$ cat src/perf_mode_pkg.sv
// Package for the monitor mode control register block.
// Assumes one 10 MHz processor clock and a core that drives the special
// register path and the machine state on that same clock.
package perf_mode_pkg;

	// Special register number of the mode control register
	localparam logic [9:0]  MODE_CONTROL_NUMBER = 10'h31B;
	localparam int          REGISTER_WIDTH      = 32;
	localparam logic [31:0] MODE_CONTROL_RESET  = 32'h0000_0000;

	// Field positions as vector indices; bit 0 of the register is index 31
	localparam int POS_GLOBAL_FREEZE       = 31;
	localparam int POS_SUPERVISOR_FREEZE   = 30;
	localparam int POS_USER_FREEZE         = 29;
	localparam int POS_MARKED_FREEZE       = 28;
	localparam int POS_UNMARKED_FREEZE     = 27;
	localparam int POS_EXCEPTION_ENABLE    = 26;
	localparam int POS_FREEZE_ON_INTERRUPT = 25;
	localparam int POS_TB_SELECT_HI        = 24;
	localparam int POS_TB_SELECT_LO        = 23;
	localparam int POS_TB_INTERRUPT_ENABLE = 22;
	localparam int POS_THRESHOLD_HI        = 21;
	localparam int POS_THRESHOLD_LO        = 16;
	localparam int POS_TRIGGER             = 13;

	// Threshold field width and its scale of eight cycles
	localparam int THRESHOLD_WIDTH = 6;
	localparam int THRESHOLD_SHIFT = 3;

	// Time base taps as vector indices; time base bit 63 is index 0
	localparam int TB_TAP_BIT63 = 0;
	localparam int TB_TAP_BIT55 = 8;
	localparam int TB_TAP_BIT51 = 12;
	localparam int TB_TAP_BIT47 = 16;

	// Time base select codes
	typedef enum logic [1:0] {
		TB_SEL_63 = 2'b00,
		TB_SEL_55 = 2'b01,
		TB_SEL_51 = 2'b10,
		TB_SEL_47 = 2'b11
	} tb_select_t;

	// One request on the special register path
	typedef struct packed {
		logic        read;
		logic        write;
		logic [9:0]  number;
		logic [31:0] data;
	} special_register_request_t;

	// Machine state bits that steer the freeze decode
	typedef struct packed {
		logic privilege_bit;
		logic process_mark_bit;
	} machine_state_word_t;

	// Freeze controls handed to the decode
	typedef struct packed {
		logic global_counter_freeze;
		logic supervisor_state_freeze;
		logic user_state_freeze;
		logic marked_process_freeze;
		logic unmarked_process_freeze;
	} freeze_controls_t;

endpackage

$ cat src/time_base_tap.sv
// Picks one time base bit and reports its off-to-on transitions.
// Assumes the time base counts on the same clock as this block.
`timescale 1ns/10ps
module time_base_tap
	import perf_mode_pkg::*;
(
	input  wire logic        clock,
	input  wire logic        rst_n,
	input  wire logic [63:0] time_base,
	input  wire tb_select_t  select,
	output logic             rising
);

	typedef struct packed {
		logic prev_bit;
		logic primed;
	} tap_state_t;

	tap_state_t state;
	tap_state_t next_state;
	logic       tapped;

	always_comb begin
		case (select)
			TB_SEL_63: tapped = time_base[TB_TAP_BIT63];
			TB_SEL_55: tapped = time_base[TB_TAP_BIT55];
			TB_SEL_51: tapped = time_base[TB_TAP_BIT51];
			TB_SEL_47: tapped = time_base[TB_TAP_BIT47];
			default:   tapped = time_base[TB_TAP_BIT63];
		endcase
	end

	// Primed keeps a set bit at reset release from looking like an edge
	always_comb begin
		next_state          = state;
		next_state.prev_bit = tapped;
		next_state.primed   = 1'b1;
	end

	always_ff @(posedge clock or negedge rst_n) begin
		if (!rst_n) begin
			state <= '0;
		end else begin
			state <= next_state;
		end
	end

	// A change of select can show as an edge; that is accepted
	assign rising = state.primed & tapped & ~state.prev_bit;

endmodule

$ cat src/freeze_decode.sv
// Combines every freeze condition into one counting permission.
// Assumes machine state bits are stable on the processor clock.
`timescale 1ns/10ps
module freeze_decode
	import perf_mode_pkg::*;
(
	input  wire freeze_controls_t    controls,
	input  wire machine_state_word_t machine_state_word,
	input  wire logic                interrupt_freeze,
	output logic                     counting_allowed
);

	logic blocked;

	always_comb begin
		blocked = 1'b0;
		if (controls.global_counter_freeze) begin
			blocked = 1'b1;
		end
		if (controls.supervisor_state_freeze && !machine_state_word.privilege_bit) begin
			blocked = 1'b1;
		end
		if (controls.user_state_freeze && machine_state_word.privilege_bit) begin
			blocked = 1'b1;
		end
		if (controls.marked_process_freeze && machine_state_word.process_mark_bit) begin
			blocked = 1'b1;
		end
		if (controls.unmarked_process_freeze && !machine_state_word.process_mark_bit) begin
			blocked = 1'b1;
		end
		if (interrupt_freeze) begin
			blocked = 1'b1;
		end
		counting_allowed = ~blocked;
	end

endmodule

$ cat src/perf_mode_control.sv
// Monitor mode control register of the performance monitor, reached as a
// special register, with the counter freeze, interrupt signalling, time
// base interrupt and threshold logic that it steers.
// Assumes the core drives the special register path, the machine state,
// the counter top bits and the time base on this same clock.
`timescale 1ns/10ps
module perf_mode_control
	import perf_mode_pkg::*;
#(
	parameter int NUM_COUNTERS = 8
) (
	input  wire logic                      clock,
	input  wire logic                      rst_n,
	input  wire special_register_request_t request,
	input  wire machine_state_word_t       machine_state_word,
	input  wire logic [NUM_COUNTERS-1:0]   counter_negative,
	input  wire logic [NUM_COUNTERS-1:0]   counter_interrupt_control,
	input  wire logic                      global_interrupt_enable,
	input  wire logic [63:0]               time_base,
	output logic [31:0]                    read_data,
	output logic                           read_valid,
	output logic                           write_done,
	output logic                           access_fault,
	output logic                           counter_update_enable,
	output logic                           monitor_interrupt,
	output logic                           interrupt_freeze,
	output logic [8:0]                     threshold_cycles
);

	// Whole state of the block in one record
	typedef struct packed {
		logic [31:0] mode_control;
		logic        interrupt_freeze;
		logic [31:0] read_data;
		logic        read_valid;
		logic        write_done;
		logic        access_fault;
		logic        counter_update_enable;
		logic        monitor_interrupt;
		logic [8:0]  threshold_cycles;
	} mode_state_t;

	mode_state_t state;
	mode_state_t next_state;

	// Address and privilege qualification
	logic selected;
	logic supervisor;
	logic read_taken;
	logic write_taken;

	// Current field views
	logic       exception_enable;
	logic       freeze_on_interrupt;
	logic       trigger;
	logic       tb_interrupt_enable;
	tb_select_t tb_select;

	// Interrupt causes
	logic counter_cause;
	logic tb_rising;
	logic tb_cause;
	logic cause_present;
	logic signal_now;

	// Freeze decode feeds
	freeze_controls_t next_controls;
	logic             next_counting_allowed;

	assign selected = (request.number == MODE_CONTROL_NUMBER);

	assign supervisor = ~machine_state_word.privilege_bit;

	// Read and write are taken only when selected and privileged
	assign read_taken  = request.read & selected & supervisor;
	assign write_taken = request.write & selected & supervisor;

	// Field views of the stored register
	assign exception_enable    = state.mode_control[POS_EXCEPTION_ENABLE];
	assign freeze_on_interrupt = state.mode_control[POS_FREEZE_ON_INTERRUPT];
	assign trigger             = state.mode_control[POS_TRIGGER];
	assign tb_interrupt_enable = state.mode_control[POS_TB_INTERRUPT_ENABLE];
	assign tb_select = tb_select_t'(state.mode_control[POS_TB_SELECT_HI:POS_TB_SELECT_LO]);

	// Edge source for the selected time base bit
	time_base_tap u_time_base_tap (
		.clock     (clock),
		.rst_n     (rst_n),
		.time_base (time_base),
		.select    (tb_select),
		.rising    (tb_rising)
	);

	assign counter_cause = (|(counter_negative & counter_interrupt_control))
		& global_interrupt_enable;

	assign tb_cause = tb_rising & tb_interrupt_enable & global_interrupt_enable;

	assign cause_present = counter_cause | tb_cause;

	assign signal_now = cause_present & exception_enable;

	// Next state of every register
	always_comb begin
		next_state = state;

		// One-cycle answers fall back each cycle
		next_state.read_valid        = 1'b0;
		next_state.write_done        = 1'b0;
		next_state.access_fault      = 1'b0;
		next_state.monitor_interrupt = 1'b0;

		if (read_taken) begin
			next_state.read_data  = state.mode_control;
			next_state.read_valid = 1'b1;
		end

		// Selected but not privileged: refused, nothing stored
		if ((request.read | request.write) & selected & ~supervisor) begin
			next_state.access_fault = 1'b1;
		end

		// Software write replaces the whole register
		if (write_taken) begin
			next_state.mode_control = request.data;
			next_state.write_done   = 1'b1;
			next_state.interrupt_freeze = 1'b0;
		end

		// Interrupt signalling and its side effects
		if (signal_now) begin
			next_state.monitor_interrupt = 1'b1;
			next_state.mode_control[POS_EXCEPTION_ENABLE] = 1'b0;
			if (freeze_on_interrupt && !trigger) begin
				// Set wins over a software reset in the same cycle
				next_state.interrupt_freeze = 1'b1;
			end
		end

		// hardware leaves the time base enable alone: only writes above touch it

		next_state.threshold_cycles = {
			next_state.mode_control[POS_THRESHOLD_HI:POS_THRESHOLD_LO],
			{THRESHOLD_SHIFT{1'b0}}
		};

		next_state.counter_update_enable = next_counting_allowed;
	end

	// Freeze controls taken from the register value about to be stored
	always_comb begin
		next_controls.global_counter_freeze =
			next_state.mode_control[POS_GLOBAL_FREEZE];
		next_controls.supervisor_state_freeze =
			next_state.mode_control[POS_SUPERVISOR_FREEZE];
		next_controls.user_state_freeze =
			next_state.mode_control[POS_USER_FREEZE];
		next_controls.marked_process_freeze =
			next_state.mode_control[POS_MARKED_FREEZE];
		next_controls.unmarked_process_freeze =
			next_state.mode_control[POS_UNMARKED_FREEZE];
	end

	// Permission is registered so the counters see a clean level;
	// the price is one cycle from a state change to its effect
	freeze_decode u_freeze_decode (
		.controls           (next_controls),
		.machine_state_word (machine_state_word),
		.interrupt_freeze   (next_state.interrupt_freeze),
		.counting_allowed   (next_counting_allowed)
	);

	always_ff @(posedge clock or negedge rst_n) begin
		if (!rst_n) begin
			state                       <= '0;
			state.mode_control          <= MODE_CONTROL_RESET;
			state.counter_update_enable <= 1'b1;
		end else begin
			state <= next_state;
		end
	end

	// Outputs come straight from the state record
	assign read_data             = state.read_data;
	assign read_valid            = state.read_valid;
	assign write_done            = state.write_done;
	assign access_fault          = state.access_fault;
	assign counter_update_enable = state.counter_update_enable;
	assign monitor_interrupt     = state.monitor_interrupt;
	assign interrupt_freeze      = state.interrupt_freeze;
	assign threshold_cycles      = state.threshold_cycles;

endmodule

$ cat config.mk
export PLATFORM = sky130hd
export DESIGN_NAME = perf_mode_control
export DESIGN_NICKNAME = d
export VERILOG_FILES = /design/src/perf_mode_pkg.sv /design/src/time_base_tap.sv /design/src/freeze_decode.sv /design/src/perf_mode_control.sv
export SDC_FILE = /design/constraint.sdc
export NUM_CORES = 1
export LEC_CHECK = 0
export ABC_AREA = 1
export BUFFER_PORTS_ARGS = -buffer_cell sky130_fd_sc_hd__buf_4
export CAP_MARGIN = 20
export CORE_MARGIN = 3
export CORE_UTILIZATION = 40
export CTS_CLUSTER_DIAMETER = 50
export DETAILED_ROUTE_END_ITERATION = 8
export PLACE_DENSITY = 0.74
export RECOVER_POWER = 50
export REMOVE_ABC_BUFFERS = 1
export SLEW_MARGIN = 0
export SYNTH_ARGS = -nofsm -noshare
export SYNTH_HDL_FRONTEND = slang
export SYNTH_SLANG_ARGS = --single-unit
$ cat constraint.sdc
create_clock -name clock -period 1.5 [get_ports clock]
set_input_delay 0.3 -clock clock [delete_from_list [all_inputs] [get_ports clock]]
set_output_delay 0.3 -clock clock [all_outputs]
set_load 0.02 [all_outputs]
==> flow_metrics.env, run 1 <==
export IMPL_status="completed"
export IMPL_worstPathCellList="buf_4"
export IMPL_yosys_area_share_simple_pct=23.85
export IMPL_cts_setup_buffers=0
export IMPL_path_buf_inv=1
export IMPL_ys_types=25
export IMPL_max_freq_mhz=784.4
export IMPL_synth_area_mux_share_pct=0
export IMPL_crit_required_ns=1.20
export IMPL_p_seq_share_pct=55.8
export IMPL_grt_usage_pct=14.59
export IMPL_switching_share_pct=22.68
export IMPL_ys_flop_type="dfrtp_1"
export IMPL_vias=2470
export IMPL_mostFrequentLayoutCells="158 x nand2_1, 107 x buf_4, 71 x dfrtp_1, 28 x inv_1, 12 x o21ai_2"
export IMPL_diodes=0
export IMPL_critPathTopFamily="flip-flops"
export IMPL_via_per_inst=4.419
export IMPL_synth_top_family_by_area="simple AND/OR/NAND/NOR gates"
export IMPL_wl_per_cell_um=11.91
export IMPL_relSlewSlack_pct=57.59
export IMPL_pwr_density_cell_nw_per_um2=861.3
export IMPL_leakagePower_nw=2.316
export IMPL_synth_compound_area_share_pct=5.342
export IMPL_clock_latency_ns=0.33
export IMPL_drt_total_wl_um=6656
export IMPL_io_pins=176
export IMPL_arrival_ns=0.97
export IMPL_cts_buffers=9
export IMPL_synthAdderAreaFrac_pct=0
export IMPL_final_antenna_net_count=0
export IMPL_areaGrowthSynthToFinish_pct=23.78
export IMPL_timing_final_crit_share_pct=84.99
export IMPL_synthArstFlopShare_pct=100.0
export IMPL_vdd_ir_drop_max_mv=0.4108
export IMPL_holdWs_ns=0.1635
export IMPL_synth_edf_count=0
export IMPL_yosysWarnings=0
export IMPL_h_tree_depth=3
export IMPL_first_pass_iters=4
export IMPL_yosys_area_share_xor_xnor_pct=0
export IMPL_seq_area_frac_synth_pct=54.21
export IMPL_gp_congestion=0.7730
export IMPL_critPathMaxFanout=1
export IMPL_clock_skew_ns=0.006334
export IMPL_route_detailed_drc=0
export IMPL_port_buffer_count=112
export IMPL_p_int_mw=2.741
export IMPL_core_rowCount=32
export IMPL_finalCriticalPeriod_ns=1.275
export IMPL_synth_cells=371
export IMPL_crit_path_top_delay_cell="dfstp_2"
export IMPL_setup_tns_final_ns=0
export IMPL_grt_pass1_vias=2479
export IMPL_final_net_count=583
export IMPL_die_h_um=97.18
export IMPL_grt_setup_unrepaired="false"
export IMPL_core_um2=7888
export IMPL_die_width_um=97.18
export IMPL_ys_ff_latch=72
export IMPL_max_stage_delay_ns=0.52
export IMPL_die_area_um2=9444
export IMPL_end_kind="primary output"
export IMPL_grt_ovfl_total=0
export IMPL_setup_viol=0
export IMPL_criticalPathCategory="flop to primary output"
export IMPL_finalPower_mw=3.545
export IMPL_tightest_slew_ns=0.6362
export IMPL_clock_root_buffer="clkbuf_8"
export IMPL_antenna_found_initial=0
export IMPL_finalWorstSetupSlack_ns=0.2251
export IMPL_layout_drive_gt1_share_pct=32.17
export IMPL_cts_buffer_depth=2
export IMPL_pre_cts_slack_ns=-0.01891
export IMPL_layout_commonest_cell="nand2_1"
export IMPL_grt_pass1_wl_um=11430
export IMPL_syn_avg_cell_area_um2=8.964
export IMPL_path_clk_slew_ns=0.07
export IMPL_nFillCells=749
export IMPL_power_switching_mw=0.8039
export IMPL_hold_class="input pin to flop"
export IMPL_grt_max_degree=73
export IMPL_cts_sinks=72
export IMPL_final_max_slew_viol_count=0
export IMPL_crit_path_start_kind="flop"
export IMPL_maxCapViolations=0
export IMPL_dp_hpwl_um=4850
export IMPL_first_iter_violations=62
export IMPL_syn_cell_area_um2=3326
export IMPL_initial_utilization_pct=42.16
export IMPL_final_hold_viol_count=0
export IMPL_combPwrFrac_pct=8.3
export IMPL_p_clk_share_pct=35.9
export IMPL_cts_tree="done"
-- cell type report --
cell class | instances | area, µm² | share of cell area [%]
Clock inverter | 4 | 22.52 | 0.5471
Sequential cell | 72 | 1803 | 43.80
Clock buffer | 10 | 137.6 | 3.343
Inverter | 29 | 108.9 | 2.644
Timing Repair Buffer | 123 | 940.9 | 22.86
Multi-Input combinational cell | 219 | 975.9 | 23.71
Tap cell | 102 | 127.6 | 3.100
-- what timing repair did --
action,4_1_cts,5_1_grt
hold endpoints to repair,70,0
endpoints found under the setup margin,0,0
hold buffers,1,0
gates resized for setup,0,0
-- per-layer routing --
| metal | vias to the layer above | global-route usage [%] | part of all wire (%) |
|---|---|---|---|
| met1 | 1138 | 17.99 | 43 |
| met3 | 9 | 4.379 | 6.2 |
| met5 | - | 0 | 0 |
| met4 | 0 | 4.968 | 1.2 |
| li1 | 1248 | - | - |
| met2 | 75 | 24.36 | 49 |
-- worst paths after layout --
check | startpoint | end | slack [ns] | depth (start not counted)
worst max-delay path | counter_update_enable | counter_update_enable | 0.23 | 1
worst min-delay path | request[7] | state[54] | 0.16 | 3
worst max register to register | state[70] | counter_update_enable | 0.27 | 10
worst min register to register | read_data[2] | read_data[2] | 0.48 | 2
max in group asynchronous | rst_n | read_data[2] | 0.42 | 3
min in group asynchronous | rst_n | read_data[24] | 0.64 | 3
-- power by group through the flow --
stage / Combinational [mW] / Sequential (mW) / Clock, mW
after floorplan: 0.0690 / 2.03 / 0
after global placement: 0.303 / 2.01 / 0
after detailed placement: 0.308 / 2.02 / 0
after CTS: 0.311 / 1.98 / 1.33
after global routing: 0.331 / 1.98 / 1.41
final: 0.294 / 1.98 / 1.27
-- registers in the layout, summed over array words and instances (netlist names) --
name,count
freeze_on_interrupt,1
threshold_cycles,5
u_time_base_tap.state,2
read_data,32
monitor_interrupt,1
read_valid,1
counter_update_enable,1
interrupt_freeze,1
exception_enable,1
access_fault,1
write_done,1
state,25
-- cells by family after synthesis --
group / Yosys count
and+or+nand+nor: 189
other: 2
buffers and inverters: 82
AOI/OAI and AO/OA: 26
DFF: 72
-- synth_stat cells (2+ instances only) --
cell type  count  area (µm²)
o21ai_2       12       105.1
buf_2          2       10.01
nand3_1        7       35.03
o21ai_1        2       10.01
buf_4         41       307.8
inv_1         27       101.4
and2_1         4       25.02
conb_1         2       7.510
o21ai_0       11       55.05
dfrtp_1       71        1777
nor2_1         6       22.52
nand4_1        6       37.54
buf_6          8       90.09
nor2_2         2       12.51
nor2_4         2       22.52
nand2_1      157       589.3
clkbuf_8       2       27.53
inv_2          2       7.510
-- metrics by stage --
stage / cells / instance area, µm² / utilization, %
floorplan: 320 / 2898 / -
global placement: 544 / 4004 / 50.76
detailed placement: 544 / 4004 / 50.76
CTS: 559 / 4174 / 52.92
global route: 559 / 4116 / 52.19
finish: 559 / 4116 / 52.19
(Power assumes the default switching activity.)
==> run 2: changes to the inputs <==
--- a/config.mk
+++ b/config.mk
@@ -5,14 +5,14 @@
 export SDC_FILE = /design/constraint.sdc
 export NUM_CORES = 1
 export LEC_CHECK = 0
-export ABC_AREA = 1
+export ABC_AREA = 0
 export BUFFER_PORTS_ARGS = -buffer_cell sky130_fd_sc_hd__buf_4
 export CAP_MARGIN = 20
 export CORE_MARGIN = 3
 export CORE_UTILIZATION = 40
 export CTS_CLUSTER_DIAMETER = 50
 export DETAILED_ROUTE_END_ITERATION = 8
-export PLACE_DENSITY = 0.74
+export PLACE_DENSITY = 0.78
 export RECOVER_POWER = 50
 export REMOVE_ABC_BUFFERS = 1
 export SLEW_MARGIN = 0
==> constraint.sdc (replaced) <==
create_clock -name clock -period 1.1 [get_ports clock]
set_input_delay 0.22 -clock clock [delete_from_list [all_inputs] [get_ports clock]]
set_output_delay 0.22 -clock clock [all_outputs]
set_load 0.02 [all_outputs]
==> flow_metrics.env, run 2 <==
export IMPL_die_area_um2=9121
export IMPL_layout_commonest_cell="buf_4"
export IMPL_gp_congestion=0.7472
export IMPL_via_per_inst=4.734
export IMPL_syn_cell_area_um2=3204
export IMPL_synthTopCellsByCount="96 x nand2_1, 71 x dfrtp_1, 41 x buf_4, 33 x mux2_2, 7 x clkbuf_1"
export IMPL_grt_usage_pct=19.16
export IMPL_finalWorstSetupSlack_ns=-0.4173
export IMPL_synth_top_area_share_pct=55.45
export IMPL_synth_cells=289
export IMPL_setup_viol=73
export IMPL_path_clk_slew_ns=0.08
export IMPL_clock_skew_ns=0.009550
export IMPL_areaGrowthSynthToFinish_pct=64.08
export IMPL_leakagePower_nw=2.732
export IMPL_violations="negative setup slack"
export IMPL_synthArstFlopShare_pct=100.0
export IMPL_cts_buffers=9
export IMPL_ys_flop_type="dfrtp_1"
export IMPL_arrival_ns=1.74
export IMPL_pre_cts_slack_ns=-0.6916
export IMPL_crit_path_start_kind="flop"
export IMPL_reg2reg_to="interrupt_freeze"
export IMPL_antenna_found_initial=0
export IMPL_final_max_slew_viol_count=0
export IMPL_yosysTopAreaCell="dfrtp_1"
export IMPL_port_buffer_count=112
export IMPL_first_iter_violations=104
export IMPL_yosysWarnings=0
export IMPL_critPathMaxFanout=4
export IMPL_max_freq_mhz=659.1
export IMPL_die_h_um=95.51
export IMPL_syn_avg_cell_area_um2=11.09
export IMPL_crit_required_ns=1.32
export IMPL_vdd_ir_drop_max_mv=0.6420
export IMPL_tightest_slew_ns=0.5016
export IMPL_grt_max_degree=37
export IMPL_hold_class="input pin to flop"
export IMPL_pwr_density_cell_nw_per_um2=1003
export IMPL_vias=2542
export IMPL_criticalPathCategory="flop to flop"
export IMPL_rrSetupSlack_ns=-0.42
export IMPL_clock_root_buffer="clkbuf_8"
export IMPL_grt_setup_unrepaired="true"
export IMPL_final_antenna_net_count=0
export IMPL_cts_buffer_depth=2
export IMPL_synthTopCellsByArea="dfrtp_1 55%, mux2_2 12%, nand2_1 11%"
export IMPL_diodes=0
export IMPL_layout_drive_gt1_share_pct=65.06
export IMPL_reg2reg_depth=4
export IMPL_mostFrequentLayoutCells="109 x buf_4, 71 x dfrtp_1, 48 x buf_6, 45 x nand2_1, 42 x nand2_2"
export IMPL_hold_start="request[3]"
export IMPL_final_net_count=559
export IMPL_status="finished with violations"
export IMPL_maxCapViolations=0
export IMPL_die_width_um=95.51
export IMPL_initial_utilization_pct=41.25
export IMPL_core_rowCount=32
export IMPL_h_tree_depth=3
export IMPL_grt_pass1_vias=2634
export IMPL_core_um2=7767
export IMPL_final_hold_viol_count=0
export IMPL_io_pins=176
export IMPL_cts_sinks=72
export IMPL_seq_area_frac_synth_pct=56.27
export IMPL_reg2reg_from="state[70]"
export IMPL_wl_per_cell_um=16.93
export IMPL_dp_hpwl_um=5137
export IMPL_largest_register_ff_count=32
export IMPL_drt_total_wl_um=9090
export IMPL_finalCriticalPeriod_ns=1.517
export IMPL_holdPathStages=3
export IMPL_route_detailed_drc=0
export IMPL_grt_ovfl_total=0
export IMPL_first_pass_iters=4
export IMPL_synth_most_common_cell="nand2_1"
export IMPL_timing_final_crit_share_pct=137.9
export IMPL_clock_latency_ns=0.33
export IMPL_grt_pass1_wl_um=13090
export IMPL_synth_edf_count=0
export IMPL_min_to="state[50]"
export IMPL_end_kind="flop"
export IMPL_ys_types=32
export IMPL_setup_tns_final_ns=-13.79
export IMPL_cts_tree="done"
export IMPL_relSlewSlack_pct=66.56
export IMPL_ys_ff_latch=72
## run 2: worst max-delay path by stage
stage / start / to / slack [ns] / depth (start not counted)
after global placement: request[37] / read_data[12] / -0.64 / 6
after floorplan: request[37] / counter_update_enable / -1.09 / 5
after detailed placement: request[37] / read_data[14] / -0.69 / 6
after global routing: state[70] / counter_update_enable / -0.52 / 4
final: state[70] / interrupt_freeze / -0.42 / 4
after CTS: state[70] / interrupt_freeze / -0.42 / 4
## run 2: metrics by stage
step	hold slack, ns	utilization [%]	power [mW]	instances	cell area, µm²
after detailed placement	0.2077	51.66	3.072	474	4013
after global routing	0.06751	67.69	5.486	537	5258
after floorplan	-0.07559	-	2.774	240	2844
after global placement	0.2110	51.66	3.062	474	4013
final	0.07585	67.69	5.273	537	5258
after CTS	0.06326	63.89	5.322	524	4962
## run 2: cells by family after synthesis
logic type / share of synthesized area (%)
mux: 12.53
other cells: 0.2344
buf+inv: 11.48
simple gates: 15.97
flops: 56.27
compound gates: 3.514
## run 2: power by group
| group | switching, mW | internal (mW) | leakage, nW | total (mW) |
|---|---|---|---|---|
| clock | 0.957 | 1.28 | 0.104 | 2.24 |
| combinational | 0.152 | 0.212 | 1.63 | 0.364 |
| sequential | 0.0113 | 2.66 | 0.998 | 2.67 |
| total | 1.12 | 4.15 | 2.73 | 5.27 |
## run 2: critical path, stage by stage, from the launching register on
cell,delay (ns)
dfrtp_1,0.42
mux2i_2,0.31
nor4_2,0.07
o311a_1,0.40
a22o_1,0.20
## run 2: timing repair
action                                 CTS  global route
pin swaps                               15            46
hold buffers                             1             0
gates resized for setup                 94            75
setup endpoints to repair              105           110
endpoints found under the hold margin   71             0
buffers inserted                        25            14
gates cloned                             8             3
## run 2: area by class of cell
cell class,instances,area [µm²]
clock buffer,11,131.4
clock inverter,5,81.33
fill,580,2510
multi-input combinational,168,1346
sequential,72,1803
tap,102,127.6
timing repair buffer,179,1768
## run 2: metal layers
layer  global-route usage [%]  vias up  share of wire, %
met5                        0        -                 0
met4                    5.450        0              0.85
met3                    4.341        7               4.1
met2                    34.75       69                55
met1                    22.62     1274                40
li1                         -     1192                 -
